<file path="src/design/bpfs_map.vh">
// Constants for the buck protection and fault sequencer.
// Assumes a 100 MHz core clock; counts other than BPFS_OC_CYCLES and BPFS_SLOTS are in core clock cycles.
`ifndef BPFS_MAP_VH
`define BPFS_MAP_VH
`define BPFS_CLK_MHZ 100
// Under-voltage debounce, 1500 ns, least time rounded up
`define BPFS_UV_DEB_NS 1500
`define BPFS_UV_DEB_CYC ((`BPFS_UV_DEB_NS * `BPFS_CLK_MHZ + 999) / 1000)
// All-phase over-current persistence, in switching cycles
`define BPFS_OC_CYCLES 4'h8
// Fault frame period, 36 us
`define BPFS_FRAME_US 36
`define BPFS_FRAME_CYC (`BPFS_FRAME_US * `BPFS_CLK_MHZ)
// Frame slot count: alert slot plus four flags per channel
`define BPFS_SLOTS 9
// Soft start and power-good delay defaults
`define BPFS_SS_CYC 16'h0800
`define BPFS_PGD_CYC 16'h0400
// Hiccup idle default
`define BPFS_HIC_CYC 16'h1000
`endif

</file>
<file path="src/design/bpfs_chan.v">
// One channel's power-up sequence, protection windows and hiccup control.
// Assumes synchronised inputs and a pwm_edge pulse per switching cycle.
`include "bpfs_map.vh"
module bpfs_chan #(
  parameter [15:0] SS_CYC = `BPFS_SS_CYC,
  parameter [15:0] PGD_CYC = `BPFS_PGD_CYC,
  parameter [15:0] HIC_CYC = `BPFS_HIC_CYC
) (
  input wire clk,
  input wire rst,
  input wire enable,
  input wire chip_off,
  input wire pwm_edge,
  input wire uv_raw,
  input wire [1:0] oc_raw,
  input wire ot_now,
  input wire ot_clear,
  input wire force_hiccup,
  output reg run_r,
  output reg pg_r,
  output reg need_hiccup,
  output reg [3:0] flags_r
);
  // ---------------------------------------------------------
  // State machine
  // ---------------------------------------------------------
  localparam [2:0] S_OFF = 3'd0;
  localparam [2:0] S_SS = 3'd1;
  localparam [2:0] S_PGD = 3'd2;
  localparam [2:0] S_ON = 3'd3;
  localparam [2:0] S_HIC = 3'd4;
  localparam integer UV_DEB_I = `BPFS_UV_DEB_CYC;
  localparam [7:0] UV_DEB = UV_DEB_I[7:0];

  reg [2:0] st_r;
  reg [15:0] tmr_r;
  reg [7:0] uv_cnt_r;
  reg [3:0] oc_cnt_r;
  reg ot_lat_r;
  wire oc_arm = (st_r == S_SS) || (st_r == S_PGD) || (st_r == S_ON);
  wire uv_arm = (st_r == S_ON);
  wire uv_trip = uv_arm && (uv_cnt_r > UV_DEB);
  wire oc_trip = oc_arm && (oc_cnt_r > `BPFS_OC_CYCLES);
  wire ot_trip = oc_arm && ot_now;

  // Trip request goes to the pairing logic in the same cycle
  always @* begin
    need_hiccup = uv_trip || oc_trip || ot_trip;
  end

  // Debounce; count restarts as soon as the condition drops out
  always @(posedge clk) begin
    if (rst || !uv_arm || !uv_raw) begin
      uv_cnt_r <= 8'h00;
    end else if (uv_cnt_r != 8'hff) begin
      uv_cnt_r <= uv_cnt_r + 8'h01;
    end
  end

  // Count switching cycles with every phase limited
  always @(posedge clk) begin
    if (rst || !oc_arm || !(&oc_raw)) begin
      oc_cnt_r <= 4'h0;
    end else if (pwm_edge && oc_cnt_r != 4'hf) begin
      oc_cnt_r <= oc_cnt_r + 4'h1;
    end
  end

  // Sequencer; chip shutdown and disable override all
  always @(posedge clk) begin
    if (rst || chip_off || !enable) begin
      st_r <= S_OFF;
      tmr_r <= 16'h0000;
      ot_lat_r <= 1'b0;
      flags_r <= 4'h0;
    end else begin
      case (st_r)
        S_OFF: begin
          st_r <= S_SS;
          tmr_r <= 16'h0000;
          flags_r <= 4'h0;
        end
        S_SS, S_PGD, S_ON: begin
          if (need_hiccup || force_hiccup) begin
            st_r <= S_HIC;
            tmr_r <= 16'h0000;
            ot_lat_r <= ot_trip;
            flags_r <= flags_r | {1'b0, ot_trip, oc_trip, uv_trip};
          end else if (st_r == S_SS && tmr_r >= SS_CYC) begin
            st_r <= S_PGD;
            tmr_r <= 16'h0000;
          end else if (st_r == S_PGD && tmr_r >= PGD_CYC) begin
            st_r <= S_ON;
            flags_r <= 4'h0;
          end else if (st_r != S_ON) begin
            tmr_r <= tmr_r + 16'h0001;
          end
        end
        S_HIC: begin
          if (tmr_r < HIC_CYC) begin
            tmr_r <= tmr_r + 16'h0001;
          end else if (!ot_lat_r || ot_clear) begin
            st_r <= S_SS;
            tmr_r <= 16'h0000;
            ot_lat_r <= 1'b0;
          end
        end
        default: st_r <= S_OFF;
      endcase
    end
  end

  // Registered run and power-good levels
  always @(posedge clk) begin
    if (rst) begin
      run_r <= 1'b0;
      pg_r <= 1'b0;
    end else begin
      run_r <= oc_arm && !need_hiccup && !force_hiccup && !chip_off &&
               enable;
      pg_r <= uv_arm && !need_hiccup && !force_hiccup && !chip_off &&
              enable;
    end
  end
endmodule

</file>
<file path="src/design/bpfs_top.v">
// Protection and fault-reporting sequencer for a two-channel buck.
// Assumes comparator results arrive asynchronously from analog pins.
//
// Behaviour
// - UV below threshold over 1.5 us drops power good, switches off
// - UV trip enters hiccup, then normal power-up after interval
// - UV armed after power-good delay; off in shutdown and hiccup idle
// - OC armed from soft start; off in shutdown and hiccup idle
// - Each phase on-time truncated in any cycle over current limit
// - All phases over limit more than 8 cycles: shut down, hiccup
// - OT configuration per channel latched from soft-start strap
// - Config one: limit pin above OT pin flags OT, shuts down
// - After OT, restart after hiccup only once below reset threshold
// - Config two: external temperature above reference flags OT
// - OT armed from soft start; off in shutdown and hiccup idle
// - Die over temperature shuts chip down, PWM outputs high impedance
// - Die monitor active only with supply valid and an enable high
// - Below recovery point die shutdown clears, normal power-up follows
// - Fault output repeats alert slot then channel flags, fixed period
// - Active fault bits driven high in each frame
// - Frames start on confirmed fault, stop after power good returns
// - Frame in progress completes after power good returns
// - Paired mode: either channel's hiccup puts both into hiccup
`include "bpfs_map.vh"
module bpfs_top #(
  parameter [15:0] HIC_CYC = `BPFS_HIC_CYC,
  parameter [15:0] SS_CYC = `BPFS_SS_CYC,
  parameter [15:0] PGD_CYC = `BPFS_PGD_CYC,
  parameter [11:0] SLOT_CYC = `BPFS_FRAME_CYC / `BPFS_SLOTS
) (
  input wire clk,
  input wire rst,
  input wire [1:0] enable_pin,
  input wire internal_supply_rail,
  input wire paired_mode,
  input wire [1:0] ot_config_strap,
  input wire [1:0] pwm_edge,
  input wire [1:0] undervoltage_trip,
  input wire [3:0] overcurrent_trip,
  input wire [1:0] ot_limit_cmp,
  input wire [1:0] ot_limit_rst_cmp,
  input wire [1:0] ot_ext_cmp,
  input wire [1:0] ot_ext_rst_cmp,
  input wire die_hot,
  input wire die_cool,
  input wire [3:0] pwm_req,
  output reg [3:0] pwm_out_r,
  output reg [3:0] pwm_oe_r,
  output reg [1:0] power_good_out,
  output reg fault_out_r,
  output reg die_thermal_shutdown
);
  // ---------------------------------------------------------
  // Input synchronisers
  // ---------------------------------------------------------
  localparam NS = 22;
  wire [NS-1:0] raw = {enable_pin, internal_supply_rail, paired_mode,
                       ot_config_strap, undervoltage_trip,
                       overcurrent_trip, ot_limit_cmp, ot_limit_rst_cmp,
                       ot_ext_cmp, ot_ext_rst_cmp, die_hot, die_cool};
  reg [NS-1:0] s1_r;
  reg [NS-1:0] s2_r;
  // Two flops per pin; only the second stage feeds logic
  always @(posedge clk) begin
    if (rst) begin
      s1_r <= {NS{1'b0}};
      s2_r <= {NS{1'b0}};
    end else begin
      s1_r <= raw;
      s2_r <= s1_r;
    end
  end
  wire [1:0] en_s = s2_r[21:20];
  wire rail_s = s2_r[19];
  wire pmode_s = s2_r[18];
  wire [1:0] strap_s = s2_r[17:16];
  wire [1:0] uv_s = s2_r[15:14];
  wire [3:0] oc_s = s2_r[13:10];
  wire [1:0] otl_s = s2_r[9:8];
  wire [1:0] otlr_s = s2_r[7:6];
  wire [1:0] ote_s = s2_r[5:4];
  wire [1:0] oter_s = s2_r[3:2];
  wire hot_s = s2_r[1];
  wire cool_s = s2_r[0];

  // ---------------------------------------------------------
  // Strap capture and die thermal shutdown
  // ---------------------------------------------------------
  reg [1:0] cfg_r;
  reg [1:0] cfg_cnt_r;
  wire cfg_done = (cfg_cnt_r == 2'b11);
  // Strap caught once the synchroniser holds it; channels wait for it
  always @(posedge clk) begin
    if (rst) begin
      cfg_r <= 2'b00;
      cfg_cnt_r <= 2'b00;
    end else if (!cfg_done) begin
      cfg_r <= strap_s;
      cfg_cnt_r <= cfg_cnt_r + 2'b01;
    end
  end

  // Hysteretic die monitor; cleared when not armed
  wire tsd_arm = rail_s && (|en_s);
  always @(posedge clk) begin
    if (rst || !tsd_arm) begin
      die_thermal_shutdown <= 1'b0;
    end else if (hot_s) begin
      die_thermal_shutdown <= 1'b1;
    end else if (cool_s) begin
      die_thermal_shutdown <= 1'b0;
    end
  end

  // ---------------------------------------------------------
  // Channels
  // ---------------------------------------------------------
  wire [1:0] run;
  wire [1:0] pg;
  wire [1:0] need;
  wire [7:0] flags;
  wire chip_off = die_thermal_shutdown || !cfg_done;
  genvar g;
  generate
    for (g = 0; g < 2; g = g + 1) begin : ch
      // Detection source picked by the latched configuration
      wire ot_now = cfg_r[g] ? ote_s[g] : otl_s[g];
      wire ot_clr = cfg_r[g] ? !oter_s[g] : !otlr_s[g];
      bpfs_chan #(
        .SS_CYC(SS_CYC),
        .PGD_CYC(PGD_CYC),
        .HIC_CYC(HIC_CYC)
      ) u_chan (
        .clk(clk),
        .rst(rst),
        .enable(en_s[g]),
        .chip_off(chip_off),
        .pwm_edge(pwm_edge[g]),
        .uv_raw(uv_s[g]),
        .oc_raw(oc_s[2*g+1:2*g]),
        .ot_now(ot_now),
        .ot_clear(ot_clr),
        .force_hiccup(pmode_s && need[1-g]),
        .run_r(run[g]),
        .pg_r(pg[g]),
        .need_hiccup(need[g]),
        .flags_r(flags[4*g+3:4*g])
      );
    end
  endgenerate

  // ---------------------------------------------------------
  // PWM gating
  // ---------------------------------------------------------
  // Per phase cut latch: once over limit, the phase stays low until its
  // next switching cycle, so the on-time is truncated and not chopped
  wire [3:0] cut;
  genvar p;
  generate
    for (p = 0; p < 4; p = p + 1) begin : ph
      reg cut_r;
      // A limit hit in the same cycle as the new period wins
      always @(posedge clk) begin
        if (rst) begin
          cut_r <= 1'b0;
        end else if (oc_s[p]) begin
          cut_r <= 1'b1;
        end else if (pwm_edge[p/2]) begin
          cut_r <= 1'b0;
        end
      end
      assign cut[p] = cut_r | oc_s[p];
    end
  endgenerate

  // Per phase truncation: a limited phase is held low for the cycle
  always @(posedge clk) begin
    if (rst) begin
      pwm_out_r <= 4'h0;
      pwm_oe_r <= 4'h0;
      power_good_out <= 2'b00;
    end else begin
      pwm_out_r <= pwm_req & ~cut &
                   {{2{run[1]}}, {2{run[0]}}};
      pwm_oe_r <= {4{!die_thermal_shutdown}};
      power_good_out <= pg;
    end
  end

  // ---------------------------------------------------------
  // Fault frame serialiser
  // ---------------------------------------------------------
  localparam integer LAST_SLOT_I = `BPFS_SLOTS - 1;
  localparam [3:0] LAST_SLOT = LAST_SLOT_I[3:0];
  reg active_r;
  reg [3:0] slot_r;
  reg [11:0] scnt_r;
  reg [7:0] snap_r;
  // Die shutdown shows in both channels' over-temperature slots
  wire [7:0] die_bits = {1'b0, die_thermal_shutdown, 2'b00,
                         1'b0, die_thermal_shutdown, 2'b00};
  wire any_fault = |flags | die_thermal_shutdown;
  wire frame_end = (slot_r == LAST_SLOT) && (scnt_r == SLOT_CYC - 12'd1);
  wire pg_back = &(pg | ~en_s) && !(|flags);
  wire [8:0] word = {snap_r, 1'b1};

  // Frames run while any fault holds; end only at a frame boundary
  always @(posedge clk) begin
    if (rst) begin
      active_r <= 1'b0;
      slot_r <= 4'h0;
      scnt_r <= 12'h000;
      snap_r <= 8'h00;
      fault_out_r <= 1'b0;
    end else begin
      if (!active_r) begin
        fault_out_r <= 1'b0;
        if (any_fault) begin
          active_r <= 1'b1;
          slot_r <= 4'h0;
          scnt_r <= 12'h000;
          snap_r <= flags | die_bits;
        end
      end else begin
        fault_out_r <= word[slot_r];
        if (scnt_r == SLOT_CYC - 12'd1) begin
          scnt_r <= 12'h000;
          if (frame_end) begin
            slot_r <= 4'h0;
            snap_r <= flags | die_bits;
            if (pg_back && !any_fault) begin
              active_r <= 1'b0;
            end
          end else begin
            slot_r <= slot_r + 4'h1;
          end
        end else begin
          scnt_r <= scnt_r + 12'h001;
        end
      end
    end
  end
endmodule

</file>
<file path="config.mk">
export PLATFORM = sky130hd
export DESIGN_NAME = bpfs_top
export DESIGN_NICKNAME = d
export VERILOG_FILES = /design/src/design/bpfs_chan.v /design/src/design/bpfs_top.v
export VERILOG_INCLUDE_DIRS = /design/src /design/src/design
export SDC_FILE = /design/constraint.sdc
export NUM_CORES = 1
export LEC_CHECK = 0
export BUFFER_PORTS_ARGS = -buffer_cell sky130_fd_sc_hd__buf_2
export CAP_MARGIN = 20
export CORE_UTILIZATION = 45
export CTS_CLUSTER_DIAMETER = 40
export CTS_CLUSTER_SIZE = 14
export DETAILED_ROUTE_END_ITERATION = 10
export SYNTH_ARGS = -nofsm -noshare
export SYNTH_HDL_FRONTEND = slang
export SYNTH_HIERARCHICAL = 1
export SYNTH_SLANG_ARGS = --single-unit
</file>
<file path="constraint.sdc">
create_clock -name clk -period 3.2 [get_ports clk]
set_input_delay 0.16 -clock clk [delete_from_list [all_inputs] [get_ports clk]]
set_output_delay 0.16 -clock clk [all_outputs]
set_load 0.005 [all_outputs]
</file>
# After elaboration in Yosys (flattened, before gate mapping)
# Index checks and enable logic that the tools add are counted.
dict set report classes {
  order_cmp 11
  reduce_logical 117
  bitwise 14
  n_eq_ne 37
  n_mux 72
  n_addsub 9
}
# cell count
set op_table {}
lappend op_table {{$mux W16} 12}
lappend op_table {{$pmux W16 S3} 2}
lappend op_table {{$mux W4} 10}
lappend op_table {{$mux W12} 3}
lappend op_table {{$logic_and A1 B1 Y1} 34}
lappend op_table {{$add A16 B1 Y16 const B} 2}
lappend op_table {{$ge A16 B11 Y1 const B} 2}
lappend op_table {{$ge A16 B12 Y1 const B} 2}
lappend op_table {{$lt A16 B13 Y1 const B} 2}
lappend op_table {{$mux W8} 4}
lappend op_table {{$mux W3} 10}
lappend op_table {{$logic_not A1 Y1} 26}
lappend op_table {{$logic_or A1 B1 Y1} 25}
lappend op_table {{$mux W1} 24}
lappend op_table {{$reduce_bool A2 Y1} 10}
lappend op_table {{$pmux W3 S3} 2}
lappend op_table {{$add A8 B1 Y8 const B} 2}
lappend op_table {{$gt A8 B8 Y1 const B} 2}
lappend op_table {{$ne A4 B1 Y1 const B} 4}
lappend op_table {{$ne A8 B8 Y1 const B} 2}
lappend op_table {{$pmux W4 S2} 2}
lappend op_table {{$reduce_and A4 Y1} 4}
lappend op_table {{$reduce_and A3 Y1} 5}
lappend op_table {{$add A12 B1 Y12 const B} 1}
lappend op_table {{32 further kinds} 68}
dict set report word_totals {
  input_bits 30
  reg_bits 162
  word_cells 293
  output_inout_bits 12
}

# Depth between registers and ports, before layout
# Gate-level depths: netlist (run 1).
dict set report logic_depth {
  ltp_word 11
  ltp_mapped 12
  depth_no_buf 11
}

# Modules after synthesis
# Netlist (run 1), hierarchy kept.
# mod cells_per_inst area_per_inst_um2 instances seq_area_each_um2
set modules_own_cells {}
lappend modules_own_cells {bpfs_chan 227 1884.3 2 740.7}
lappend modules_own_cells {bpfs_top 323 3195.6 1 1721.7}

# Worst setup path before layout (run 1)
# OpenSTA, ideal clock, no wires.
dict set report synth_path {
  path_type {reg-to-reg}
  start {register ch[1].u_chan.uv_cnt_r[0]}
  end {register ch[0].u_chan.tmr_r[5]}
  t_required_ps 3127
  n_path_buf 0
  stages_incl_launch_ff 12
  arrival_time_ps 2179
  setup_ps 73
  setup_slack_ps 948
  synth_period_minus_slack_ps 2252
  path_cell_list {dfxtp_1 -> inv_1 -> ha_1 -> and4b_1 -> o2111ai_1 -> o21ai_0 -> and2_1 -> inv_1 -> o211ai_1 -> o21ai_2 -> or4_1 -> a21oi_1}
}
dict set report synth_via {
  elab_chain_cells 8
  word_cells_on_any_way 11
  cone_classes {order compare (1); eq/ne (2); mux (2); reduce/logical (6)}
}
# element line_no
set synth_rtl {}
lappend synth_rtl {{start: declaration} bpfs_chan.v:37} ;# reg [7:0] uv_cnt_r;
lappend synth_rtl {{start signal: assignment} bpfs_chan.v:56} ;# uv_cnt_r <= uv_cnt_r + 8'h01;
lappend synth_rtl {{$gt A8 B8 Y1 (*)} bpfs_chan.v:42} ;# wire uv_trip = uv_arm && (uv_cnt_r > UV_DEB);
lappend synth_rtl {{$logic_and A1 B1 Y1 (*)} bpfs_chan.v:42}
lappend synth_rtl {{$logic_or A1 B1 Y1 (*) (2 in series)} bpfs_chan.v:48} ;# need_hiccup = uv_trip || oc_trip || ot_trip;
lappend synth_rtl {{named net need[1]} bpfs_top.v:120} ;# wire [1:0] need;
lappend synth_rtl {{$logic_and A1 B1 Y1 (*)} bpfs_top.v:143} ;# .force_hiccup(pmode_s && need[1-g]),
lappend synth_rtl {{$logic_or A1 B1 Y1 (*)} bpfs_chan.v:84} ;# if (need_hiccup || force_hiccup) begin
lappend synth_rtl {{$ne A4 B2 Y1 (no line), or another cell as far along} -}
lappend synth_rtl {{$reduce_and A4 Y1 (no line) / $pmux W16 S3 (equally long branches)} -}
lappend synth_rtl {{end signal: assignment} bpfs_chan.v:96} ;# tmr_r <= tmr_r + 16'h0001;
lappend synth_rtl {{end signal: assignment} bpfs_chan.v:101} ;# tmr_r <= tmr_r + 16'h0001;
lappend synth_rtl {{end: declaration} bpfs_chan.v:36} ;# reg [15:0] tmr_r;
# The timed path passes the listed nets; every way through them passes the cells marked *.
# A chain may end at the register's enable or synchronous reset.

# Final worst setup path (run 1)
dict set report layout_path {
  start {register ch[1].u_chan.uv_cnt_r[1]}
  end {register ch[0].u_chan.flags_r[2]}
}
dict set report layout_via {
  elab_chain_cells 8
  word_cells_on_any_way 11
  cone_classes {order compare (1); eq/ne (2); mux (2); reduce/logical (6)}
}
# element line_no
set layout_rtl {}
lappend layout_rtl {{$gt A8 B8 Y1 (*)} bpfs_chan.v:42}
lappend layout_rtl {{$logic_and A1 B1 Y1 (*)} bpfs_chan.v:42}
lappend layout_rtl {{$logic_or A1 B1 Y1 (*) (2 in series)} bpfs_chan.v:48}
lappend layout_rtl {{named net need[1]} bpfs_top.v:120}
lappend layout_rtl {{$logic_and A1 B1 Y1 (*)} bpfs_top.v:143}
lappend layout_rtl {{$logic_or A1 B1 Y1 (*)} bpfs_chan.v:84}
lappend layout_rtl {{$ne A3 B2 Y1 (no line), or another cell as far along} -}
lappend layout_rtl {{$reduce_and A3 Y1 (no line) / $pmux W4 S2 (equally long branches)} -}
lappend layout_rtl {{end signal: assignment} bpfs_chan.v:88} ;# flags_r <= flags_r | {1'b0, ot_trip, oc_trip, uv_trip};
lappend layout_rtl {{end: declaration} bpfs_chan.v:22} ;# output reg [3:0] flags_r
# Marked as above.

==> flow_summary.ini, run 1 <==
[outcome]
status = finished, final reports clean

[power_and_ir_drop]
power_density_nw_per_um2 = 524
power_frac_comb_pct = 3.8
cellInternalPower_mw = 3.30
p_leak_nw = 2.92
worst_ir_drop_vdd_mv = 0.362
p_switching_mw = 0.953
power.clock.fraction_pct = 47.9
power.share.switching_pct = 22.4
sequentialPowerShare_pct = 48.3

[timing]
timing.setup.tns_ps = 0
final_worst_clock_skew_ps = 10.7
fin_crit_ps = 2610
fmax_ghz = 0.383
slew_headroom_pct = 38.1
timing.final.ws_setup_ps = 592
final-setup-viol-count = 0
slew_viol_final = 0
hold_ws_ps = 18.7
grt_setup_unrepaired = no
finalHoldViolations = 0
slew_at_the_pin_closest_to_its_max_slew_limit_ps = 925
fin_crit_sh_pct = 81.5

[placement]
post-dp-hpwl_um = 10000
place_worst_setup_slack_ps = 544
gp_congestion = 0.843
io_buf_count = 41

[min_path]
hold_path.class = primary input to flop

[detailed_routing]
drt_pass1_iterations = 4
count_of_antenna_violating_nets_left_after_detailed_routing = 0
drt_wl_total_um = 14700
route.vias.total = 5737
drt_iter0_drc = 325
dr_drc_count = 0
viasPerCell = 5.54
routedWlPerCell_um = 14.2

[cts]
cts_buffer_depth = 2
clkTransAtPathRegs_ps = 60
tritoncts.num_buffers = 17
htreeDepth = 4
clock_tree_from_tritoncts = yes
clock_tree.root_cell = sky130_fd_sc_hd__clkbuf_16
post_cts_buffers = 0
cts.repair.resized = 0
cts_hold_buf = 24
clock_sinks = 160
clock_latency_ps = 430

[setup_path]
cp_slowest_cell = sky130_fd_sc_hd__a211oi_1
critPathTopFamily = compound AO/OA/AOI/OAI gates
timing.setup.critical_path_class = flop to flop
start_kind = flop
cp.buffers_inverters = 1
cp_data_arrival_time_ps = 2910
cp.required_ps = 3500
critPathMaxStageDelay_ps = 410
path_max_fanout = 11
critical_path_cell_list = ha_1 > and4b_1 > o2111ai_1 > o21ai_0 > and2_1 > inv_1 > o211a_1 > nand2_1 > a211oi_1 > nor3_1
critical_path.endpoint_type = flop

[synthesis]
dominant_combinational_cell_family_by_area_after_synthesis = simple AND/OR/NAND/NOR gates
share_of_synthesized_area_occupied_by_flip_flops_and_latches_pct = 46.0
postSynthAreaPerCell_um2 = 8.96
ys_dominant_reg_cell = sky130_fd_sc_hd__dfxtp_1
yosys.area_share.xor_xnor_pct = 3.65
netlist_area_um2 = 6960
post_synthesis_net_count = 823
synth_enable_flop_cells = 0
muxShareOfSynthArea_pct = 1.65
synth_simple_gate_area_share_pct = 24.9
yosys_warnings = 6
synth.ff_latch_count = 160
cell_count_after_synthesis = 777
yosys.cell_types.count = 68
synthAdderAreaFrac_pct = 2.87
synthArstFlopShare_pct = 0
synth_compound_gate_area_share_pct = 16.9

[global_route]
via_count_of_the_first_global_routing_pass = 5378
maximum_number_of_pins_on_one_net_before_global_route_repair = 66
track_usage_pct = 19.4
antenna_found_initial = 0
grt_pass1_wl_um = 25000
grt_remaining_overflow = 0

[final_layout]
number_of_nets_in_the_finished_design = 881
most_common_cell_after_layout_fill_and_taps_aside = sky130_fd_sc_hd__dfxtp_1
areaGrowthSynthToFinish_pct = 16.6
most-common-layout-cells = sky130_fd_sc_hd__dfxtp_1 (160), sky130_fd_sc_hd__nor2_1 (85), sky130_fd_sc_hd__a21oi_1 (62)
antenna_cells = 0
drive_above_1_share_pct = 12.3
final.fill_count = 1385

[floorplan]
std_cell_rows = 45
die_area_um2 = 16000
boundaryPins = 42
die-height_um = 126
design.core.area_um2 = 15100
die_wd_um = 126
initial_utilization_pct = 46.0

[flow_run]
cap_viol_max_count = 0
[synth_stat cells, types with 4 or more instances]
library cell,number,area share [%]
sky130_fd_sc_hd__dfxtp_1,160,46
sky130_fd_sc_hd__nor2_1,85,4.6
sky130_fd_sc_hd__a21oi_1,62,4.5
sky130_fd_sc_hd__nand2_1,54,2.9
sky130_fd_sc_hd__nor2b_1,53,4.8
sky130_fd_sc_hd__inv_1,31,1.7
sky130_fd_sc_hd__nand3_1,27,1.9
sky130_fd_sc_hd__o21ai_0,25,1.8
sky130_fd_sc_hd__nor3_1,19,1.4
sky130_fd_sc_hd__xnor2_1,18,2.3
sky130_fd_sc_hd__clkbuf_1,17,0.92
sky130_fd_sc_hd__ha_1,16,2.9
sky130_fd_sc_hd__and3_1,14,1.3
sky130_fd_sc_hd__a31oi_1,12,1.1
sky130_fd_sc_hd__nand4_1,12,1.1
sky130_fd_sc_hd__xor2_1,11,1.4
sky130_fd_sc_hd__a211oi_1,10,1.1
sky130_fd_sc_hd__nor4_1,9,0.81
sky130_fd_sc_hd__a41oi_1,7,0.88
sky130_fd_sc_hd__and4_1,7,0.88
sky130_fd_sc_hd__buf_2,7,0.50
sky130_fd_sc_hd__mux2i_1,7,1.0
sky130_fd_sc_hd__o211ai_1,7,0.75
sky130_fd_sc_hd__nand2b_1,6,0.54
sky130_fd_sc_hd__a311oi_1,5,0.63
sky130_fd_sc_hd__and2_1,5,0.45
sky130_fd_sc_hd__buf_4,5,0.54
sky130_fd_sc_hd__nor4b_1,5,0.63
sky130_fd_sc_hd__o21ai_1,5,0.36
sky130_fd_sc_hd__and4b_1,4,0.57
sky130_fd_sc_hd__nand4b_1,4,0.50
sky130_fd_sc_hd__o31ai_1,4,0.43
[cell type report]
class,instances,area [um2],share of cell area (%)
Clock buffer,19,443,5.46
Clock inverter,13,151,1.86
Inverter,31,116,1.43
Multi-Input combinational cell,555,3490,42.9
Sequential cell,160,3200,39.5
Tap cell,188,235,2.90
Timing Repair Buffer,70,483,5.95
[worst paths after layout]
path                                              start                              endpoint  slack [ps]  cells past startpoint
setup / recovery  ch[1].u_chan/uv_cnt_r[1]$_SDFFE_PP0P_  ch[0].u_chan/flags_r[2]$_SDFFE_PP0P_         590                     10
hold / removal                               pwm_req[3]               pwm_out_r[3]$_SDFF_PP0_          20                      2
setup reg to reg  ch[1].u_chan/uv_cnt_r[1]$_SDFFE_PP0P_  ch[0].u_chan/flags_r[2]$_SDFFE_PP0P_         590                     10
hold reg to reg                ph[1].cut_r$_SDFFE_PP0P_               pwm_out_r[1]$_SDFF_PP0_         420                      1
[metal layers]
layer | GRT usage, % | vias up | wire length [um]
li1 | - | 2877 | -
met1 | 24.5 | 2691 | 6940
met2 | 31.9 | 135 | 6900
met3 | 3.75 | 34 | 485
met4 | 9.64 | 0 | 371
met5 | 0 | - | 0
[metrics by stage]
stage          cells  utilization (%)  instance area [um2]  power, mW
5_1_grt         1036             53.6                 8120       4.41
3_3_place_gp     979             48.0                 7280       2.23
3_5_place_dp     979             48.0                 7280       2.24
2_1_floorplan    777                -                 6960       2.19
4_1_cts         1035             53.5                 8110       4.30
6_report        1036             53.6                 8120       4.25
[flip-flops by register name, indices dropped and copies added, names as in the netlist, 8 cells and up]
| signal | cells |
|---|---|
| s1_r | 22 |
| ch.u_chan/uv_cnt_r | 16 |
| scnt_r | 12 |
| ch.u_chan/tmr_r | 32 |
| ch.u_chan/oc_cnt_r | 8 |
| s2_r | 22 |
| snap_r | 8 |
[cells by family after synthesis]
| logic type | count (synthesis) |
|---|---|
| simple gates | 324 |
| compound gates | 174 |
| flops | 160 |
| buf+inv | 62 |
| xor+xnor | 29 |
| fa+ha+maj | 16 |
| mux | 10 |
| other cells | 2 |
[power groups by stage]
stage | clock network [mW] | registers, mW | logic (mW)
final | 2.04 | 2.05 | 0.163
after global routing | 2.17 | 2.05 | 0.182
after CTS | 2.08 | 2.05 | 0.163
after detailed placement | 0 | 2.10 | 0.140
after global placement | 0 | 2.10 | 0.137
after floorplan | 0 | 2.09 | 0.0990
Note: power is estimated with default switching activity, not from simulation.
==> run 2: changes to the inputs <==
Settings changed: ABC_AREA from default to 1.
Clock period 3.2 ns to 2.6 ns, I/O delays scaled along.
==> flow_summary.ini, run 2 <==
[outcome]
status = finished, final reports clean

[min_path]
hold_path.startpoint = pwm_edge[1]
hold_end = ph[2].cut_r$_SDFFE_PP0P_
hold_path.class = primary input to flop
whs_path_depth = 4

[final_layout]
most-common-layout-cells = sky130_fd_sc_hd__nand2_1 (198), sky130_fd_sc_hd__dfxtp_1 (160), sky130_fd_sc_hd__inv_1 (148)
antenna_cells = 0
design_area_um2 = 8710
areaGrowthSynthToFinish_pct = 16.9
reg_top3 = ch.u_chan/tmr_r: 32 flops, s1_r: 22 flops, s2_r: 22 flops
flip_flop_count_of_the_largest_register_after_layout = 32
regMostFlops = ch.u_chan/tmr_r
drive_above_1_share_pct = 15.0
number_of_nets_in_the_finished_design = 1136
most_common_cell_after_layout_fill_and_taps_aside = sky130_fd_sc_hd__nand2_1

[synthesis]
synth.ff_latch_count = 160
yosysTopAreaCell = sky130_fd_sc_hd__dfxtp_1
yosys_warnings = 6
post_synthesis_net_count = 1069
synth_common_cells = sky130_fd_sc_hd__nand2_1 (198), sky130_fd_sc_hd__dfxtp_1 (160), sky130_fd_sc_hd__inv_1 (148), sky130_fd_sc_hd__nor2_1 (143), sky130_fd_sc_hd__nand3_1 (69)
postSynthAreaPerCell_um2 = 7.29
synthDominantCellAreaShare_pct = 43.0
share_of_synthesized_area_occupied_by_flip_flops_and_latches_pct = 43.0
ys_dominant_reg_cell = sky130_fd_sc_hd__dfxtp_1
cell_count_after_synthesis = 1023
synth_enable_flop_cells = 0
yosys.cell_types.count = 42
synthArstFlopShare_pct = 0
synth.area.top_cells = sky130_fd_sc_hd__dfxtp_1 (43%), sky130_fd_sc_hd__nand2_1 (10%), sky130_fd_sc_hd__inv_1 (7.5%)
post-synth-top-count-cell = sky130_fd_sc_hd__nand2_1
netlist_area_um2 = 7450

[timing]
slew_viol_final = 0
fmax_ghz = 0.452
final_worst_clock_skew_ps = 7.51
fin_crit_sh_pct = 85.1
final-setup-viol-count = 0
finalHoldViolations = 0
timing.setup.tns_ps = 0
slew_headroom_pct = 62.1
fin_crit_ps = 2210
grt_setup_unrepaired = no
slew_at_the_pin_closest_to_its_max_slew_limit_ps = 568

[setup_path]
critical_path.endpoint_type = flop
cp_slowest_cell = sky130_fd_sc_hd__dfxtp_1
worstReg2RegStart = cfg_r[0]$_SDFFE_PP0P_
critical_path_cell_list = mux2_2 > inv_1 > nor3_2 > nor2_8 > nand2_1 > nand2_1 > inv_1 > inv_1 > nand3_4 > nor2_2 > nand2_1 > nand3_2 > nand2_2 > nor2_1
path_max_fanout = 11
cp.required_ps = 2970
start_kind = flop
critPathMaxStageDelay_ps = 380
r2r_setup_slack_ps = 390
count_of_cells_along_the_worst_register_to_register_path = 14
worstReg2RegEnd = ch[1].u_chan/tmr_r[0]$_SDFFE_PP0P_
timing.setup.critical_path_class = flop to flop
cp_data_arrival_time_ps = 2580

[power_and_ir_drop]
p_leak_nw = 3.79
power_density_nw_per_um2 = 623
worst_ir_drop_vdd_mv = 0.492

[cts]
htreeDepth = 4
clock_tree_from_tritoncts = yes
cts_buffer_depth = 2
clkTransAtPathRegs_ps = 60
clock_sinks = 160
post_cts_buffers = 0
clock_latency_ps = 440
cts.repair.resized = 0
cts_hold_buf = 26
tritoncts.num_buffers = 17
clock_tree.root_cell = sky130_fd_sc_hd__clkbuf_16

[placement]
placement.cell_area_um2 = 7820
post-dp-hpwl_um = 10700
io_buf_count = 41
gp_congestion = 0.872

[detailed_routing]
routedWlPerCell_um = 11.6
drt_pass1_iterations = 5
drt_iter0_drc = 364
count_of_antenna_violating_nets_left_after_detailed_routing = 0
drt_wl_total_um = 15300
route.vias.total = 6318
dr_drc_count = 0
viasPerCell = 4.79

[global_route]
grt_pass1_wl_um = 26100
track_usage_pct = 19.5
via_count_of_the_first_global_routing_pass = 5772
maximum_number_of_pins_on_one_net_before_global_route_repair = 46
grt_remaining_overflow = 0
antenna_found_initial = 0

[floorplan]
die_wd_um = 131
die-height_um = 131
boundaryPins = 42
initial_utilization_pct = 46.6
std_cell_rows = 46
design.core.area_um2 = 16000
die_area_um2 = 17100

[flow_run]
cap_viol_max_count = 0
run 2: cell types whose count changed after synthesis, sizes merged, moves of 32 or more:
cell | previous run | this run
inv | 31 | 169
nand2 | 54 | 210
nand3 | 27 | 79
nand4 | 12 | 44
nor2 | 85 | 176
nor2b | 53 | 0
run 2: cell type report:
type	instances	area, um2
Tap cell	216	270
Multi-Input combinational cell	667	3450
Inverter	170	638
Fill cell	1578	7290
Clock buffer	20	447
Timing Repair Buffer	74	518
Sequential cell	160	3200
Clock inverter	12	183
run 2: worst max path at each step:
stage | start | end | slack (ps)
2_1_floorplan | cfg_r[1]$_SDFFE_PP0P_ | ch[0].u_chan/tmr_r[10]$_SDFFE_PP0P_ | 660
3_3_place_gp | cfg_r[0]$_SDFFE_PP0P_ | ch[1].u_chan/tmr_r[0]$_SDFFE_PP0P_ | 440
3_5_place_dp | ch[0].u_chan/oc_cnt_r[0]$_SDFFE_PP0P_ | ch[1].u_chan/tmr_r[0]$_SDFFE_PP0P_ | 390
4_1_cts | cfg_r[1]$_SDFFE_PP0P_ | ch[0].u_chan/tmr_r[0]$_SDFFE_PP0P_ | 370
5_1_grt | ch[0].u_chan/oc_cnt_r[0]$_SDFFE_PP0P_ | ch[1].u_chan/tmr_r[0]$_SDFFE_PP0P_ | 140
6_report | cfg_r[0]$_SDFFE_PP0P_ | ch[1].u_chan/tmr_r[0]$_SDFFE_PP0P_ | 390
run 2: stage by stage:
| step | std cells | hold WS [ps] | utilization, % | setup slack [ps] | power, mW |
|---|---|---|---|---|---|
| after floorplan | 1023 | 237 | - | 664 | 2.73 |
| after global placement | 1261 | 329 | 48.9 | 440 | 2.79 |
| after detailed placement | 1261 | 337 | 48.9 | 388 | 2.79 |
| final | 1319 | 32.6 | 54.4 | 386 | 5.43 |
| after global routing | 1319 | 52.6 | 54.4 | 139 | 5.64 |
| after CTS | 1319 | 25.7 | 54.4 | 372 | 5.49 |
run 2: cells by family after synthesis:
family                     share of synthesized area [%]
other                                              0.101
xor gates and xnor gates                           0.940
buffers and inverters                               10.7
and+or+nand+nor                                     34.8
muxes                                              0.571
adders and majority gates                           2.69
AOI/OAI and AO/OA                                   7.18
DFF                                                 43.0
run 2: worst max-delay path, delay by kind of cell, from the launching register on:
family / cells / cell delay, ps
buf+inv: 3 / 270
flops: 1 / 380
simple gates: 10 / 1150
mux: 1 / 360
run 2: report_power, final:
part	total (mW)	internal, mW	switching [mW]
logic	0.229	0.102	0.127
clock network	2.66	1.64	1.03
registers	2.54	2.51	0.0278
run 2: layer usage:
metal | global-route usage, % | vias to the layer above | share of wire [%]
met2 | 31.6 | 95 | 47
met3 | 4.93 | 15 | 3.1
met1 | 25.1 | 2836 | 49
met5 | 0 | - | 0
met4 | 6.76 | 0 | 1.5
li1 | - | 3372 | -
